[src/inc/porta_map.svh]
// register offsets, reset values and timing counts of the port a pin logic
`ifndef PORTA_MAP_SVH
`define PORTA_MAP_SVH

// ****************************************************************
// register byte offsets
// ****************************************************************
`define PA_OFF_DATA 5'h00
`define PA_OFF_DIR 5'h04
`define PA_OFF_C1MASK 5'h08
`define PA_OFF_C1DATA 5'h0C
`define PA_OFF_MODE 5'h10
`define PA_OFF_FORCE 5'h14

// ****************************************************************
// field positions
// ****************************************************************
`define PA_OUT_LSB 3
`define PA_OUT_MSB 7
`define PA_DIR_BIT 7

// ****************************************************************
// reset values
// ****************************************************************
`define PA_RST_GP 5'h00
`define PA_RST_DIR 1'h0
`define PA_RST_C1MASK 5'h00
`define PA_RST_C1DATA 5'h00
`define PA_RST_MODE 8'h00
`define PA_RST_PIN 4'h0

// ****************************************************************
// timing: bus e clock is clock_i divided by four
// ****************************************************************
`define PA_PHASE_PH2_FALL 2'h1
`define PA_PHASE_E_FALL 2'h3

`endif

[src/inc/porta_pkg.sv]
// types and the compare next-level function of the port a pin logic
`default_nettype none

package porta_pkg;

    typedef logic [1:0] phase_t;
    typedef logic [1:0] mode_level_t;

    // encoding of one compare mode/level field
    typedef enum logic [1:0]
    {
        ACT_OFF = 2'h0,
        ACT_TOGGLE = 2'h1,
        ACT_LOW = 2'h2,
        ACT_HIGH = 2'h3
    } compare_action_e;

    // next pin level from mode/level field and previous level
    function automatic logic next_level(input mode_level_t ml, input logic prev);
        compare_action_e act;
        act = compare_action_e'(ml);
        unique case (act)
            ACT_OFF: next_level = prev;
            ACT_TOGGLE: next_level = ~prev;
            ACT_LOW: next_level = 1'b0;
            ACT_HIGH: next_level = 1'b1;
        endcase
    endfunction : next_level

endpackage : porta_pkg

`default_nettype wire

[src/half_flip_flop.sv]
// half flip-flop: transparent while gate is high, holding while gate is low
`default_nettype none

module half_flip_flop #(
    parameter int WIDTH = 5,
    parameter logic [WIDTH-1:0] RESET_VALUE = '0
) (
    input wire logic clock_i,
    input wire logic resetn_i,
    input wire logic ce_i,
    input wire logic gate_i,
    input wire logic [WIDTH-1:0] d_i,
    output logic [WIDTH-1:0] q_o
);

    logic [WIDTH-1:0] hold_q;
    logic [WIDTH-1:0] hold_d;

    // pass through while gated, else show the held value
    always_comb
    begin
        q_o = (gate_i && ce_i) ? d_i : hold_q;
        hold_d = q_o;
    end

    // holding stage; reset value stands in for the optional set/reset
    always_ff @(posedge clock_i or negedge resetn_i)
    begin
        if (!resetn_i)
            hold_q <= RESET_VALUE;
        else if (ce_i)
            hold_q <= hold_d;
    end
endmodule : half_flip_flop

`default_nettype wire

[src/port_a_timer_pin_logic.sv]
// port a pin logic shared with compare, capture and pulse-accumulator functions
//
// Overview of operation
// - half flip-flop passes when gated, else holds
// - bits 0-2 read buffered pins, capture-independent
// - bits 3-6 read driven output, not pin
// - pins 3-6 pick latch, own compare, compare1
// - latch drives pin only when untimed, strobed
// - compare1 mask set gives compare1 control
// - nonzero mode field gives own compare control
// - compare1 event loads mask-enabled pins with data
// - compare event uses mode, level, previous pin
// - previous pin state held stable during update
// - bit 7 read is always buffered pin
// - pin 7 drives only with direction one
// - pin 7 unmasked takes latch; reset clears
// - pin 7 masked loads compare1 data bit
// - direction change lands at phase-two fall
// - latch written even while pin is input
// - reset clears direction to input
`include "porta_map.svh"
`default_nettype none

module port_a_timer_pin_logic (
    input wire logic clock_i,
    input wire logic resetn_i,
    input wire logic ce_i,
    // avalon-mm slave
    input wire logic [4:0] avs_address_i,
    input wire logic avs_read_i,
    input wire logic avs_write_i,
    input wire logic [31:0] avs_writedata_i,
    input wire logic [3:0] avs_byteenable_i,
    output logic [31:0] avs_readdata_o,
    output logic avs_waitrequest_o,
    // timer side, same clock
    input wire logic compare1_match_i,
    input wire logic [3:0] compare_x_match_i,
    output logic [2:0] capture_pin_o,
    output logic pulse_accumulator_input_o,
    // pins
    input wire logic [2:0] pin_in_i,
    output logic [3:0] pin_out_o,
    input wire logic port_pin_seven_i,
    output logic port_pin_seven_o,
    output logic port_pin_seven_oe_o
);

    import porta_pkg::*;

    // ****************************************************************
    // pin synchronizers
    // ****************************************************************
    logic [3:0] raw_in;
    logic [3:0] meta_q;
    logic [3:0] sync_q;

    assign raw_in = {port_pin_seven_i, pin_in_i};

    // two stages per input; first stage is read by the second only
    for (genvar g = 0; g < 4; g++)
    begin : g_sync
        always_ff @(posedge clock_i or negedge resetn_i)
        begin
            if (!resetn_i)
            begin
                meta_q[g] <= 1'b0;
                sync_q[g] <= 1'b0;
            end
            else if (ce_i)
            begin
                meta_q[g] <= raw_in[g];
                sync_q[g] <= meta_q[g];
            end
        end
    end

    // capture and accumulator see the same buffered level as reads
    assign capture_pin_o = sync_q[2:0];
    assign pulse_accumulator_input_o = sync_q[3];

    // ****************************************************************
    // e clock phase and strobes
    // ****************************************************************
    phase_t phase_q;
    phase_t phase_d;
    logic port_sync_strobe;
    logic phase_two_fall;

    // free-running divider; strobes are decodes of one flop group
    always_comb
    begin
        phase_d = phase_q + 2'h1;
    end

    always_ff @(posedge clock_i or negedge resetn_i)
    begin
        if (!resetn_i)
            phase_q <= 2'h0;
        else if (ce_i)
            phase_q <= phase_d;
    end

    assign port_sync_strobe = ce_i && (phase_q == `PA_PHASE_E_FALL);
    assign phase_two_fall = ce_i && (phase_q == `PA_PHASE_PH2_FALL);

    // ****************************************************************
    // register bus
    // ****************************************************************
    logic wait_q;
    logic wait_d;
    logic [31:0] rdata_q;
    logic [31:0] rdata_d;
    logic wr_take;
    logic rd_take;
    logic lane0;
    logic [7:0] rbyte;
    logic [7:0] wbyte;

    logic pin_seven_direction_q;
    logic pin_seven_direction_d;
    logic [4:0] compare1_pin_mask_q;
    logic [4:0] compare1_pin_mask_d;
    logic [4:0] compare1_pin_data_q;
    logic [4:0] compare1_pin_data_d;
    logic [7:0] mode_q;
    logic [7:0] mode_d;
    logic [4:0] gp_latch;
    logic gp_write;
    logic [3:0] pin_q;
    logic [3:0] pin_d;

    // one wait cycle per access: request seen, then answered
    assign wr_take = avs_write_i && !wait_q;
    assign rd_take = avs_read_i && wait_q;
    assign lane0 = avs_byteenable_i[0];
    assign wbyte = avs_writedata_i[7:0];
    assign gp_write = wr_take && lane0 && (avs_address_i == `PA_OFF_DATA);

    // read mux; force register reads as zero, unmapped reads zero
    always_comb
    begin
        rbyte = 8'h00;
        unique case (avs_address_i)
            `PA_OFF_DATA: rbyte = {sync_q[3], pin_q, sync_q[2:0]};
            `PA_OFF_DIR: rbyte = {pin_seven_direction_q, 7'h00};
            `PA_OFF_C1MASK: rbyte = {compare1_pin_mask_q, 3'h0};
            `PA_OFF_C1DATA: rbyte = {compare1_pin_data_q, 3'h0};
            `PA_OFF_MODE: rbyte = mode_q;
            default: rbyte = 8'h00;
        endcase
        wait_d = !((avs_read_i || avs_write_i) && wait_q);
        rdata_d = rd_take ? {24'h000000, rbyte} : rdata_q;
    end

    always_ff @(posedge clock_i or negedge resetn_i)
    begin
        if (!resetn_i)
        begin
            wait_q <= 1'b1;
            rdata_q <= 32'h00000000;
        end
        else if (ce_i)
        begin
            wait_q <= wait_d;
            rdata_q <= rdata_d;
        end
    end

    assign avs_waitrequest_o = wait_q;
    assign avs_readdata_o = rdata_q;

    // configuration writes; direction resets to input
    always_comb
    begin
        pin_seven_direction_d = pin_seven_direction_q;
        compare1_pin_mask_d = compare1_pin_mask_q;
        compare1_pin_data_d = compare1_pin_data_q;
        mode_d = mode_q;
        if (wr_take && lane0)
        begin
            unique case (avs_address_i)
                `PA_OFF_DIR: pin_seven_direction_d = wbyte[`PA_DIR_BIT];
                `PA_OFF_C1MASK: compare1_pin_mask_d = wbyte[`PA_OUT_MSB:`PA_OUT_LSB];
                `PA_OFF_C1DATA: compare1_pin_data_d = wbyte[`PA_OUT_MSB:`PA_OUT_LSB];
                `PA_OFF_MODE: mode_d = wbyte;
                default: mode_d = mode_q;
            endcase
        end
    end

    always_ff @(posedge clock_i or negedge resetn_i)
    begin
        if (!resetn_i)
        begin
            pin_seven_direction_q <= `PA_RST_DIR;
            compare1_pin_mask_q <= `PA_RST_C1MASK;
            compare1_pin_data_q <= `PA_RST_C1DATA;
            mode_q <= `PA_RST_MODE;
        end
        else if (ce_i)
        begin
            pin_seven_direction_q <= pin_seven_direction_d;
            compare1_pin_mask_q <= compare1_pin_mask_d;
            compare1_pin_data_q <= compare1_pin_data_d;
            mode_q <= mode_d;
        end
    end

    // general-purpose latch loads on any data write with byte lane 0 enabled, output or not
    half_flip_flop #(
        .WIDTH(5),
        .RESET_VALUE(`PA_RST_GP)
    ) u_gp_latch (
        .clock_i(clock_i),
        .resetn_i(resetn_i),
        .ce_i(ce_i),
        .gate_i(gp_write),
        .d_i(wbyte[`PA_OUT_MSB:`PA_OUT_LSB]),
        .q_o(gp_latch)
    );

    // ****************************************************************
    // compare events, held until the next e fall
    // ****************************************************************
    logic pend1_q;
    logic pend1_d;
    logic [3:0] pendx_q;
    logic [3:0] pendx_d;
    logic force_wr;
    logic evt1;
    logic [3:0] evtx;

    assign force_wr = wr_take && lane0 && (avs_address_i == `PA_OFF_FORCE);

    // an event arriving on the strobe cycle is used then, never lost
    always_comb
    begin
        evt1 = pend1_q || compare1_match_i || (force_wr && wbyte[7]);
        evtx = pendx_q | compare_x_match_i | (force_wr ? wbyte[6:3] : 4'h0);
        pend1_d = port_sync_strobe ? 1'b0 : evt1;
        pendx_d = port_sync_strobe ? 4'h0 : evtx;
    end

    always_ff @(posedge clock_i or negedge resetn_i)
    begin
        if (!resetn_i)
        begin
            pend1_q <= 1'b0;
            pendx_q <= 4'h0;
        end
        else if (ce_i)
        begin
            pend1_q <= pend1_d;
            pendx_q <= pendx_d;
        end
    end

    // ****************************************************************
    // pins 3 to 6 output selection
    // ****************************************************************
    logic [3:0] timed;

    // per pin: compare1, then own compare, then latch
    for (genvar p = 0; p < 4; p++)
    begin : g_out
        mode_level_t ml;
        assign ml = mode_q[2*p+1:2*p];
        assign timed[p] = compare1_pin_mask_q[p] || (ml != 2'h0);
        always_comb
        begin
            pin_d[p] = pin_q[p];
            if (port_sync_strobe)
            begin
                if (compare1_pin_mask_q[p] && evt1)
                    pin_d[p] = compare1_pin_data_q[p];
                else if ((ml != 2'h0) && evtx[p])
                    pin_d[p] = next_level(ml, pin_q[p]);
                else if (!timed[p])
                    pin_d[p] = gp_latch[p];
            end
        end
    end

    // pin_q doubles as the stable previous state during an update
    always_ff @(posedge clock_i or negedge resetn_i)
    begin
        if (!resetn_i)
            pin_q <= `PA_RST_PIN;
        else if (ce_i)
            pin_q <= pin_d;
    end

    assign pin_out_o = pin_q;

    // ****************************************************************
    // pin 7 data and driver enable
    // ****************************************************************
    logic pin7_q;
    logic pin7_d;
    logic oe7_q;
    logic oe7_d;

    // data moves at e fall, the driver enable at phase-two fall
    always_comb
    begin
        pin7_d = pin7_q;
        oe7_d = oe7_q;
        if (port_sync_strobe)
        begin
            if (!compare1_pin_mask_q[4])
                pin7_d = gp_latch[4];
            else if (evt1)
                pin7_d = compare1_pin_data_q[4];
        end
        if (phase_two_fall)
            oe7_d = pin_seven_direction_q;
    end

    always_ff @(posedge clock_i or negedge resetn_i)
    begin
        if (!resetn_i)
        begin
            pin7_q <= 1'b0;
            oe7_q <= 1'b0;
        end
        else if (ce_i)
        begin
            pin7_q <= pin7_d;
            oe7_q <= oe7_d;
        end
    end

    assign port_pin_seven_o = pin7_q;
    assign port_pin_seven_oe_o = oe7_q;
endmodule : port_a_timer_pin_logic

`default_nettype wire

[config.mk]
export PLATFORM = sky130hd
export DESIGN_NAME = port_a_timer_pin_logic
export DESIGN_NICKNAME = d
export VERILOG_FILES = /design/src/inc/porta_pkg.sv /design/src/half_flip_flop.sv /design/src/port_a_timer_pin_logic.sv
export VERILOG_INCLUDE_DIRS = /design/src /design/src/inc
export SDC_FILE = /design/constraint.sdc
export NUM_CORES = 1
export LEC_CHECK = 0
export BUFFER_PORTS_ARGS = -buffer_cell sky130_fd_sc_hd__buf_2
export CORE_MARGIN = 2
export CORE_UTILIZATION = 25
export DETAILED_ROUTE_END_ITERATION = 7
export MAX_ROUTING_LAYER = met4
export PLACE_DENSITY = 0.52
export SYNTH_ARGS = -nofsm -noshare
export SYNTH_HDL_FRONTEND = slang
export SYNTH_SLANG_ARGS = --single-unit
[constraint.sdc]
create_clock -name clock_i -period 2.2 [get_ports clock_i]
set_clock_uncertainty 0.1 [all_clocks]
set_input_delay 0.11 -clock clock_i [delete_from_list [all_inputs] [get_ports clock_i]]
set_output_delay 0.11 -clock clock_i [all_outputs]
set_load 0.03 [all_outputs]
Word level (Yosys, flattened, before mapping)
Cells that the tools add are included.
Widths: inputs -> output; s select.

cells by class
  reductions and logical operators = 47
  equal/unequal tests = 28
  bitwise operators = 6
  $add $sub $neg = 1
  muxes and demuxes = 23

operators by type and width
  kind                 count
  $pmux 8 s5           1
  $eq 2x2->1 const B   9
  $logic_and 1x1->1    18
  $reduce_and 4->1     4
  $mux 1               15
  $reduce_and 3->1     5
  $ne 3x1->1 const B   4
  $ne 3x3->1 const B   4
  $pmux 1 s3           4
  $eq 2x1->1 const B   5
  $eq 5x4->1 const B   2
  $eq 5x5->1 const B   2
  $logic_not 2->1      4
  $mux 4               2
  $or 4x4->4           2
  $reduce_bool 2->1    4
  $logic_or 1x1->1     7
  $eq 5x3->1 const B   1
  $logic_not 5->1      1
  $mux 5               1
  $not 1->1            4
  $reduce_and 2->1     2
  $add 2x1->2 const B  1
  $logic_not 1->1      2
  $ne 2x1->1 const B   1

word-level totals
  bits in registers = 54

Logic depth before layout (Yosys ltp)
Gate-level depths: netlist (run 1).

  word-level depth = 9
  gate-level depth with buffers = 7

Modules after synthesis
From an unflattened synthesis (run 1), not the netlist that was laid out.

second synthesis, totals
  cells, all modules = 275
  area total of the unflattened synthesis = 2950.3 um^2

by module, submodules not included
  module                  cells an instance  sequential area each (um^2)  area each (um^2)  times used
  port_a_timer_pin_logic  259                1227.4                       2701.3            1
  half_flip_flop          16                 125.1                        249.0             1

Worst setup path after synthesis (run 1)
No wires, ideal clock.

  path type = register to register
  from = register wait_q (netlist: avs_waitrequest_o)
  to = register pin_q[2] (netlist: pin_out_o[2])
  period minus slack after synthesis = 2.094 ns
  arrival time = 1.868 ns
  stages on the path, launching flop included = 7
  data required time = 1.974 ns
  setup slack = 0.106 ns
  library setup time = 0.126 ns
  cell sequence = dfstp_2 > and3b_1 > buf_4 > nand4_4 > mux2_4 > o211a_1 > o32a_1

on the way
  cells in the longest elaborated chain, start to end = 9
  elaborated cells on any way between the ends = 19

RTL lines
  what                                                         RTL line                                                      text
  start, declared                                              port_a_timer_pin_logic.sv:110                                 logic wait_q;
  start signal, assigned                                       port_a_timer_pin_logic.sv:165                                 wait_q <= wait_d;
  $logic_not 1->1 (*)                                          port_a_timer_pin_logic.sv:134                                 assign wr_take = avs_write_i && !wait_q;
  $logic_and 1x1->1 (*)                                        port_a_timer_pin_logic.sv:134
  $logic_and 1x1->1 (*)                                        port_a_timer_pin_logic.sv:138, port_a_timer_pin_logic.sv:234
  $logic_and 1x1->1 (on tied branches)                         port_a_timer_pin_logic.sv:234, port_a_timer_pin_logic.sv:138
  $mux 4 (tied with other cells)                               port_a_timer_pin_logic.sv:240                                 evtx = pendx_q | compare_x_match_i | (force_wr ? wbyte[6:3] : 4'h0);
  $or 4x4->4 (tied with other cells)                           port_a_timer_pin_logic.sv:240
  $logic_and 1x1->1 (tied with other cells)                    port_a_timer_pin_logic.sv:277                                 else if ((ml != 2'h0) && evtx[p])
  $ne 3x3->1 (no source line) (tied with other cells)          -
  $reduce_and 4->1 (no source line) or $mux 1 (tied branches)  -
  end signal, assigned                                         port_a_timer_pin_logic.sv:289                                 pin_q <= `PA_RST_PIN;
  end signal, assigned                                         port_a_timer_pin_logic.sv:291                                 pin_q <= pin_d;
  end, declared                                                port_a_timer_pin_logic.sv:130                                 logic [3:0] pin_q;

Every way passes the cells marked *; elsewhere a longest branch is shown, timed or not. The select of a mux whose other input is x is not followed.
A chain may end at the register's enable or synchronous reset.

Worst setup path in the final report (run 1)
  from = register wait_q (netlist: avs_waitrequest_o)
  to = register pin_q[1] (netlist: pin_out_o[1])

Same word-level chain as after synthesis.

==> qor.csv, run 1 <==
stage,metric,value,unit
run_status,run status,"finished, final reports clean",
global_route,vias in the first global route,2027,
worst_setup_path,Worst Path Max Fanout,6,
pwr,Max VDD drop,0.450,mV
routing,final wirelength,7260,um
clock_tree,clock sinks,54,
routing,ANT nets after route,0,
worst_setup_path,CP arrival,2120,ps
job,maximum capacitance violations,0,
place,Place WS,137,ps
clock_tree,post-CTS repair timing setup buffer count,0,
timing,setup TNS,0,ps
clock_tree,TritonCTS clock tree,yes,
final_layout,Final Cell Area,0.00350,mm2
worst_setup_path,Crit Path Class,reg -> reg,
routing,TritonRoute pass-1 iters,4,
routing,Top Metal Used,met4,
routing,via count,2171,
clock_tree,H-tree depth,2,
logic_synthesis,post-synth top area cell,dfrtp_1,
clock_tree,clock latency on the worst-skew pair,280,ps
timing,Fmax,481,MHz
global_route,Global Route Usage Sum,12.0,%
global_route,global-route wire length before repair,11500,um
logic_synthesis,Yosys reg bits,54,
timing,slew of the pin with the lowest slew margin,527,ps
logic_synthesis,area fraction of the dominant cell type after synthesis,45.4,%
worst_hold_path,hold crit path type,in -> reg,
logic_synthesis,synth unique cells,54,
global_route,pin count of the biggest net entering global routing,35,
pwr,Cell Pwr Density,821,mW/mm2
logic_synthesis,Post-synth EDFFs,0,
routing,DRC Markers,0,
routing,Iteration-0 DRC Markers,101,
floorplan,die width,112,um
clock_tree,Worst-path clk slew,70,ps
clock_tree,CTS Buf Count,5,
pwr,power after layout,2.88,mW
logic_synthesis,share of flip-flops with an asynchronous set or reset,100,%
worst_setup_path,element type at the critical path start,register,
place,I/O Buffers,46,
logic_synthesis,Mapped Area,0.00292,mm2
clock_tree,clock buffer depth,2,
logic_synthesis,Mapped Cells,257,
clock_tree,hold_buf cts,8,
worst_setup_path,Worst EP required,2250,ps
floorplan,die area,0.0126,mm2
final_layout,"commonest non-fill, non-tap cell in the layout",dfrtp_1,
place,RD Place Congestion,0.781,
final_layout,final net count,373,
timing,post-route setup slack,122,ps
worst_setup_path,crit path capture type,register,
routing,met1 wire length,3590,um
clock_tree,CTS resizes,0,
logic_synthesis,Main synth FF type,dfrtp_1,
logic_synthesis,sequential area share after synthesis,46.3,%
routing,WL met2,3240,um
timing,fin. max-slew vios,0,
timing,final setup fails,0,
routing,WL per Instance,15.8,um
timing,unrepaired setup endpoints after global routing,no,
logic_synthesis,synthesized area per cell,11.4,um2
routing,wire length on met3,313,um
place,dpl hpwl,5200,um
floorplan,initial core utilization,25.6,%
final_layout,Final Core Density,30.7,%
place,"Cell Area, Placed",0.00326,mm2
floorplan,core area,0.0114,mm2
timing,Final min period,2080,ps
routing,routed vias/inst,4.72,
timing,fin crit share,94.4,%
final_layout,layout cells sized above 1,32.2,%
timing,"Hold Vio Cnt, Final",0,
floorplan,Boundary Pins,98,
final_layout,ANT cells,0,
floorplan,Die Y,112,um
floorplan,num rows,39,
global_route,initial antenna violation count,0,
timing,max_slew headroom,64.8,%
clock_tree,clock root cell,clkbuf_16,
pwr,leakage,1.72,nW
global_route,total congestion overflow,0,
final_layout,"commonest non-fill, non-tap cells in the layout","dfrtp_1 (53), buf_2 (46), conb_1 (24)",
logic_synthesis,YS warnings,0,
final_layout,Syn-to-layout area delta,19.8,%
logic_synthesis,Synth area leaders,"dfrtp_1 (45%), mux2_2 (7.3%), buf_4 (6.7%)",
## metrics by stage
step / hold WS (ps) / instances
3_5_place_dp: 15.6 / 444
5_1_grt: 21.1 / 460
3_3_place_gp: 14.7 / 444
6_report: 3.40 / 460
2_1_floorplan: -286 / 280
4_1_cts: 1.67 / 460
## synthesized netlist by cell type, types with 2 or more instances
master / n
mux2_1: 14
mux2i_1: 2
o21ai_1: 5
a41o_1: 7
a21o_1: 4
a221oi_2: 2
a222oi_1: 4
nand2_1: 19
o21ai_0: 3
mux2_2: 19
ha_1: 2
nor2b_1: 2
clkbuf_1: 3
and3_1: 2
nand3_1: 2
a221oi_1: 2
buf_2: 4
buf_4: 26
buf_1: 2
and3b_1: 2
a22oi_1: 3
dfrtp_1: 53
o21a_1: 2
a32o_1: 3
a21oi_1: 12
and2_1: 3
nand2b_1: 3
nor3_1: 3
o41ai_1: 2
nor2_1: 15
o211a_1: 2
or2_2: 8
## logic make-up (layout without fill, tap and decap cells)
group,Yosys count,count (layout),synth area share [%]
simple gates,68,68,13.6
other cells,1,24,0.128
fa+ha+maj,2,2,0.856
flops,54,54,46.3
compound gates,58,58,16.2
xor+xnor,1,1,0.300
buf+inv,37,74,8.81
mux,36,36,13.9
## flip-flops by register name, indices dropped and copies added (netlist names), 3 cells and up
signal	count
u_gp_latch.hold_q	5
meta_q	4
pendx_q	4
avs_readdata_o	8
compare1_pin_data_q	5
compare1_pin_mask_q	5
capture_pin_o	3
pin_out_o	4
mode_q	8
## power breakdown
group	leakage [nW]	switching [mW]	internal (mW)
Clock	0.0781	0.345	0.539
Sequential	0.706	0.110	1.14
Combinational	0.936	0.464	0.275
## metal layers
| layer | vias to the layer above | GRT usage, % |
|---|---|---|
| met5 | - | - |
| met4 | 0 | 2.76 |
| met3 | 13 | 2.11 |
| met2 | 81 | 17.7 |
| met1 | 1065 | 17.2 |
| li1 | 1012 | - |
## critical path, stage by stage (launching register included)
cell and delay, ps:
dfstp_2 560, and3b_1 300, buf_4 210, a41o_1 250, a32o_1 270, a21oi_1 150, o41ai_1 100
## path summary, 6_finish.rpt
path                                         from                endpoint  slack [ps]  cells after the start
worst max-delay path            avs_waitrequest_o            pin_out_o[1]         120                      6
worst min-delay path                  avs_write_i       avs_waitrequest_o           3                      3
worst max register to register  avs_waitrequest_o            pin_out_o[1]         120                      6
worst min register to register  avs_readdata_o[4]       avs_readdata_o[4]         380                      1
max in group asynchronous                resetn_i  compare1_pin_data_q[0]        1200                      3
min in group asynchronous                resetn_i    u_gp_latch.hold_q[3]         240                      2
## layout make-up
class / count / area, um2
fillers: 1185 / 7920
multi-input cells: 189 / 1400
flip-flops and latches: 54 / 1350
repair buffers: 65 / 405
well taps: 143 / 179
clock buffers: 7 / 133
clock inverters: 1 / 30.0
inverters: 1 / 3.75
Power figures use the tool's default switching activity.
==> run 2, diff against run 1 <==
BUFFER_PORTS_ARGS = not set   (was -buffer_cell sky130_fd_sc_hd__buf_2)
DONT_BUFFER_PORTS = 1   (was not set)
PLACE_DENSITY = 0.45   (was 0.52)
==> run 2 against run 1 <==
  * Sequential share of layout area grew 1.0 points
  * Sequential cell count is the same
  * Cell count shrank 7.4%
  * Utilization shrank 0.80 points
  * Global-route usage grew 1.0 points
  * Sequential power grew 9.6%
  * Fmax is essentially flat
  * Via count shrank 4.8%
  * Combinational power shrank 20%
  * Largest cell class unchanged
==> qor.csv, run 2 (synthesis gave the netlist of run 1 again) <==
stage,metric,value,unit,change
run_status,run status,"finished, final reports clean",,
timing,setup TNS,0,ps,unchanged
timing,unrepaired setup endpoints after global routing,no,,
routing,Iteration-0 DRC Markers,113,,+12%
worst_setup_path,crit path capture type,register,,
timing,slew of the pin with the lowest slew margin,792,ps,+265 ps
place,RD Place Congestion,0.763,,-2.3%
floorplan,Boundary Pins,98,,unchanged
place,dpl hpwl,4940,um,-5.1%
pwr,power after layout,2.87,mW,-0.25%
floorplan,num rows,39,,unchanged
floorplan,die width,112,um,unchanged
timing,fin crit share,94.5,%,about the same
timing,Fmax,481,MHz,about the same
routing,ANT nets after route,0,,unchanged
global_route,M2 GR Usage,21.6,%,+3.9 points
global_route,GRT Max-Usage Layer,met2,,
pwr,Cell Pwr Density,841,mW/mm2,+2.4%
global_route,vias in the first global route,2194,,+8.2%
final_layout,Syn-to-layout area delta,16.7,%,
worst_setup_path,CP arrival,2150,ps,+30 ps
routing,routed vias/inst,4.85,,+2.8%
final_layout,"commonest non-fill, non-tap cell in the layout",dfrtp_1,,
pwr,sequential power share,47.9,%,+4.3 points
final_layout,Finished Layout Cells,426,,-7.4%
global_route,M1 GR Usage,17.0,%,-0.18 points
pwr,Switching Fraction,32.1,%,+0.16 points
final_layout,fillers,1187,,+0.17%
clock_tree,clock latency on the worst-skew pair,290,ps,about the same
worst_setup_path,Crit Path Class,reg -> reg,,
global_route,pin count of the biggest net entering global routing,55,,+57%
final_layout,"commonest non-fill, non-tap cells in the layout","dfrtp_1 (53), conb_1 (24), dlygate4sd3_1 (21)",,
floorplan,Die Y,112,um,unchanged
place,I/O Buffers,0,,-100%
timing,"Hold Vio Cnt, Final",0,,unchanged
floorplan,core area,0.0114,mm2,unchanged
worst_setup_path,element type at the critical path start,register,,
floorplan,initial core utilization,25.6,%,unchanged
pwr,P_sw,922,uW,+0.26%
pwr,Gate power share,20.7,%,-5.0 points
final_layout,final net count,339,,-9.1%
worst_hold_path,hold crit path type,in -> reg,,
worst_setup_path,Worst Path Max Fanout,8,,+2
global_route,global-route wire length before repair,12400,um,+7.4%
timing,Final min period,2080,ps,+1.88 ps
place,dpl cells,395,,-11%
pwr,leakage,1.58,nW,-8.2%
pwr,Clk pwr share,31.5,%,+0.8 points
place,Place WS,150,ps,+13.5 ps
clock_tree,Worst-path clk slew,70,ps,about the same
pwr,Max VDD drop,0.374,mV,-17%
clock_tree,CTS Buf Count,5,,unchanged
final_layout,ANT cells,0,,unchanged
floorplan,die area,0.0126,mm2,unchanged
global_route,GR Layer Usage met3,2.27,%,+0.16 points
global_route,initial antenna violation count,0,,unchanged
worst_setup_path,Worst EP required,2270,ps,+20 ps
clock_tree,TritonCTS clock tree,yes,,
global_route,total congestion overflow,0,,unchanged
clock_tree,clock sinks,54,,unchanged
clock_tree,H-tree depth,2,,unchanged
routing,WL per Instance,18.0,um,+14%
timing,post-route setup slack,120,ps,-1.89 ps
clock_tree,clock root cell,clkbuf_16,,
timing,Fin Hold WS,18.2,ps,+14.8 ps
routing,TritonRoute pass-1 iters,5,,+1
pwr,internal power,1.95,mW,-0.49%
job,maximum capacitance violations,0,,unchanged
routing,final wirelength,7650,um,+5.4%
clock_tree,clock buffer depth,2,,unchanged
routing,DRC Markers,0,,unchanged
timing,fin. max-slew vios,0,,unchanged
routing,via count,2067,,-4.8%
global_route,Global Route Usage Sum,13.0,%,+1.0 points
timing,final setup fails,0,,unchanged
final_layout,layout cells sized above 1,19.4,%,-13 points
timing,max_slew headroom,47.2,%,-18 points
-- run 2: cell count changes in the layout (fill, tap and decap cells not counted) --
cell	change
buf_2	-46
buf_16	+1
dlygate4sd3_1	+13
clkinvlp_4	+1
clkbuf_1	-1
buf_4	-2
dlymetal6s4s_1	+1
buf_12	-1
-- run 2: routing by layer --
layer,part of all wire [%],vias up
met3,5.3,6
met5,0,-
met1,46,1044
met2,48,72
met4,0.65,0
li1,-,945
-- run 2: final cells by class --
| type | count | area [um2] | area share [%] |
|---|---|---|---|
| clock buffers | 6 | 129 | 3.78 |
| inverters | 1 | 3.75 | 0.110 |
| multi-input cells | 189 | 1400 | 41.0 |
| clock inverters | 2 | 37.5 | 1.10 |
| repair buffers | 31 | 310 | 9.09 |
| well taps | 143 | 179 | 5.24 |
| flip-flops and latches | 54 | 1350 | 39.6 |
-- run 2: what timing repair did --
action	CTS	global route
setup buffers	0	0
setup endpoints to repair	0	3
hold buffers	23	0
gates resized for setup	0	1
endpoints found under the hold margin	95	0
-- run 2: stage by stage --
stage | area (um2) | utilization, %
finish | 3410 | 29.9
floorplan | 3010 | -
detailed placement | 3000 | 26.2
CTS | 3410 | 29.9
global route | 3410 | 29.9
global placement | 3000 | 26.2
-- run 2: critical path, cell delays in order (launching register included) --
cell     delay (ps)
dfstp_2         370
and3b_1         430
buf_4           250
a41o_1          250
a32o_1          200
a21oi_1          40
o41ai_1         320
-- run 2: final timing paths --
kind	end	slack, ps	startpoint	cells past startpoint
setup reg to reg	pin_out_o[1]	120	avs_waitrequest_o	6
hold reg to reg	pendx_q[3]	390	pendx_q[3]	2
hold / removal	pendx_q[3]	20	avs_writedata_i[6]	3
setup / recovery	pin_out_o[1]	120	avs_waitrequest_o	6
max in group asynchronous	avs_waitrequest_o	1480	resetn_i	2
min in group asynchronous	capture_pin_o[1]	230	resetn_i	2
-- run 2: power groups by stage --
stage | combinational (mW) | clock [mW] | sequential [mW]
after floorplan | 0.461 | 0 | 1.36
after global placement | 0.475 | 0 | 1.39
after detailed placement | 0.488 | 0 | 1.40
after CTS | 0.592 | 0.925 | 1.38
after global routing | 0.662 | 0.965 | 1.40
final | 0.593 | 0.904 | 1.37
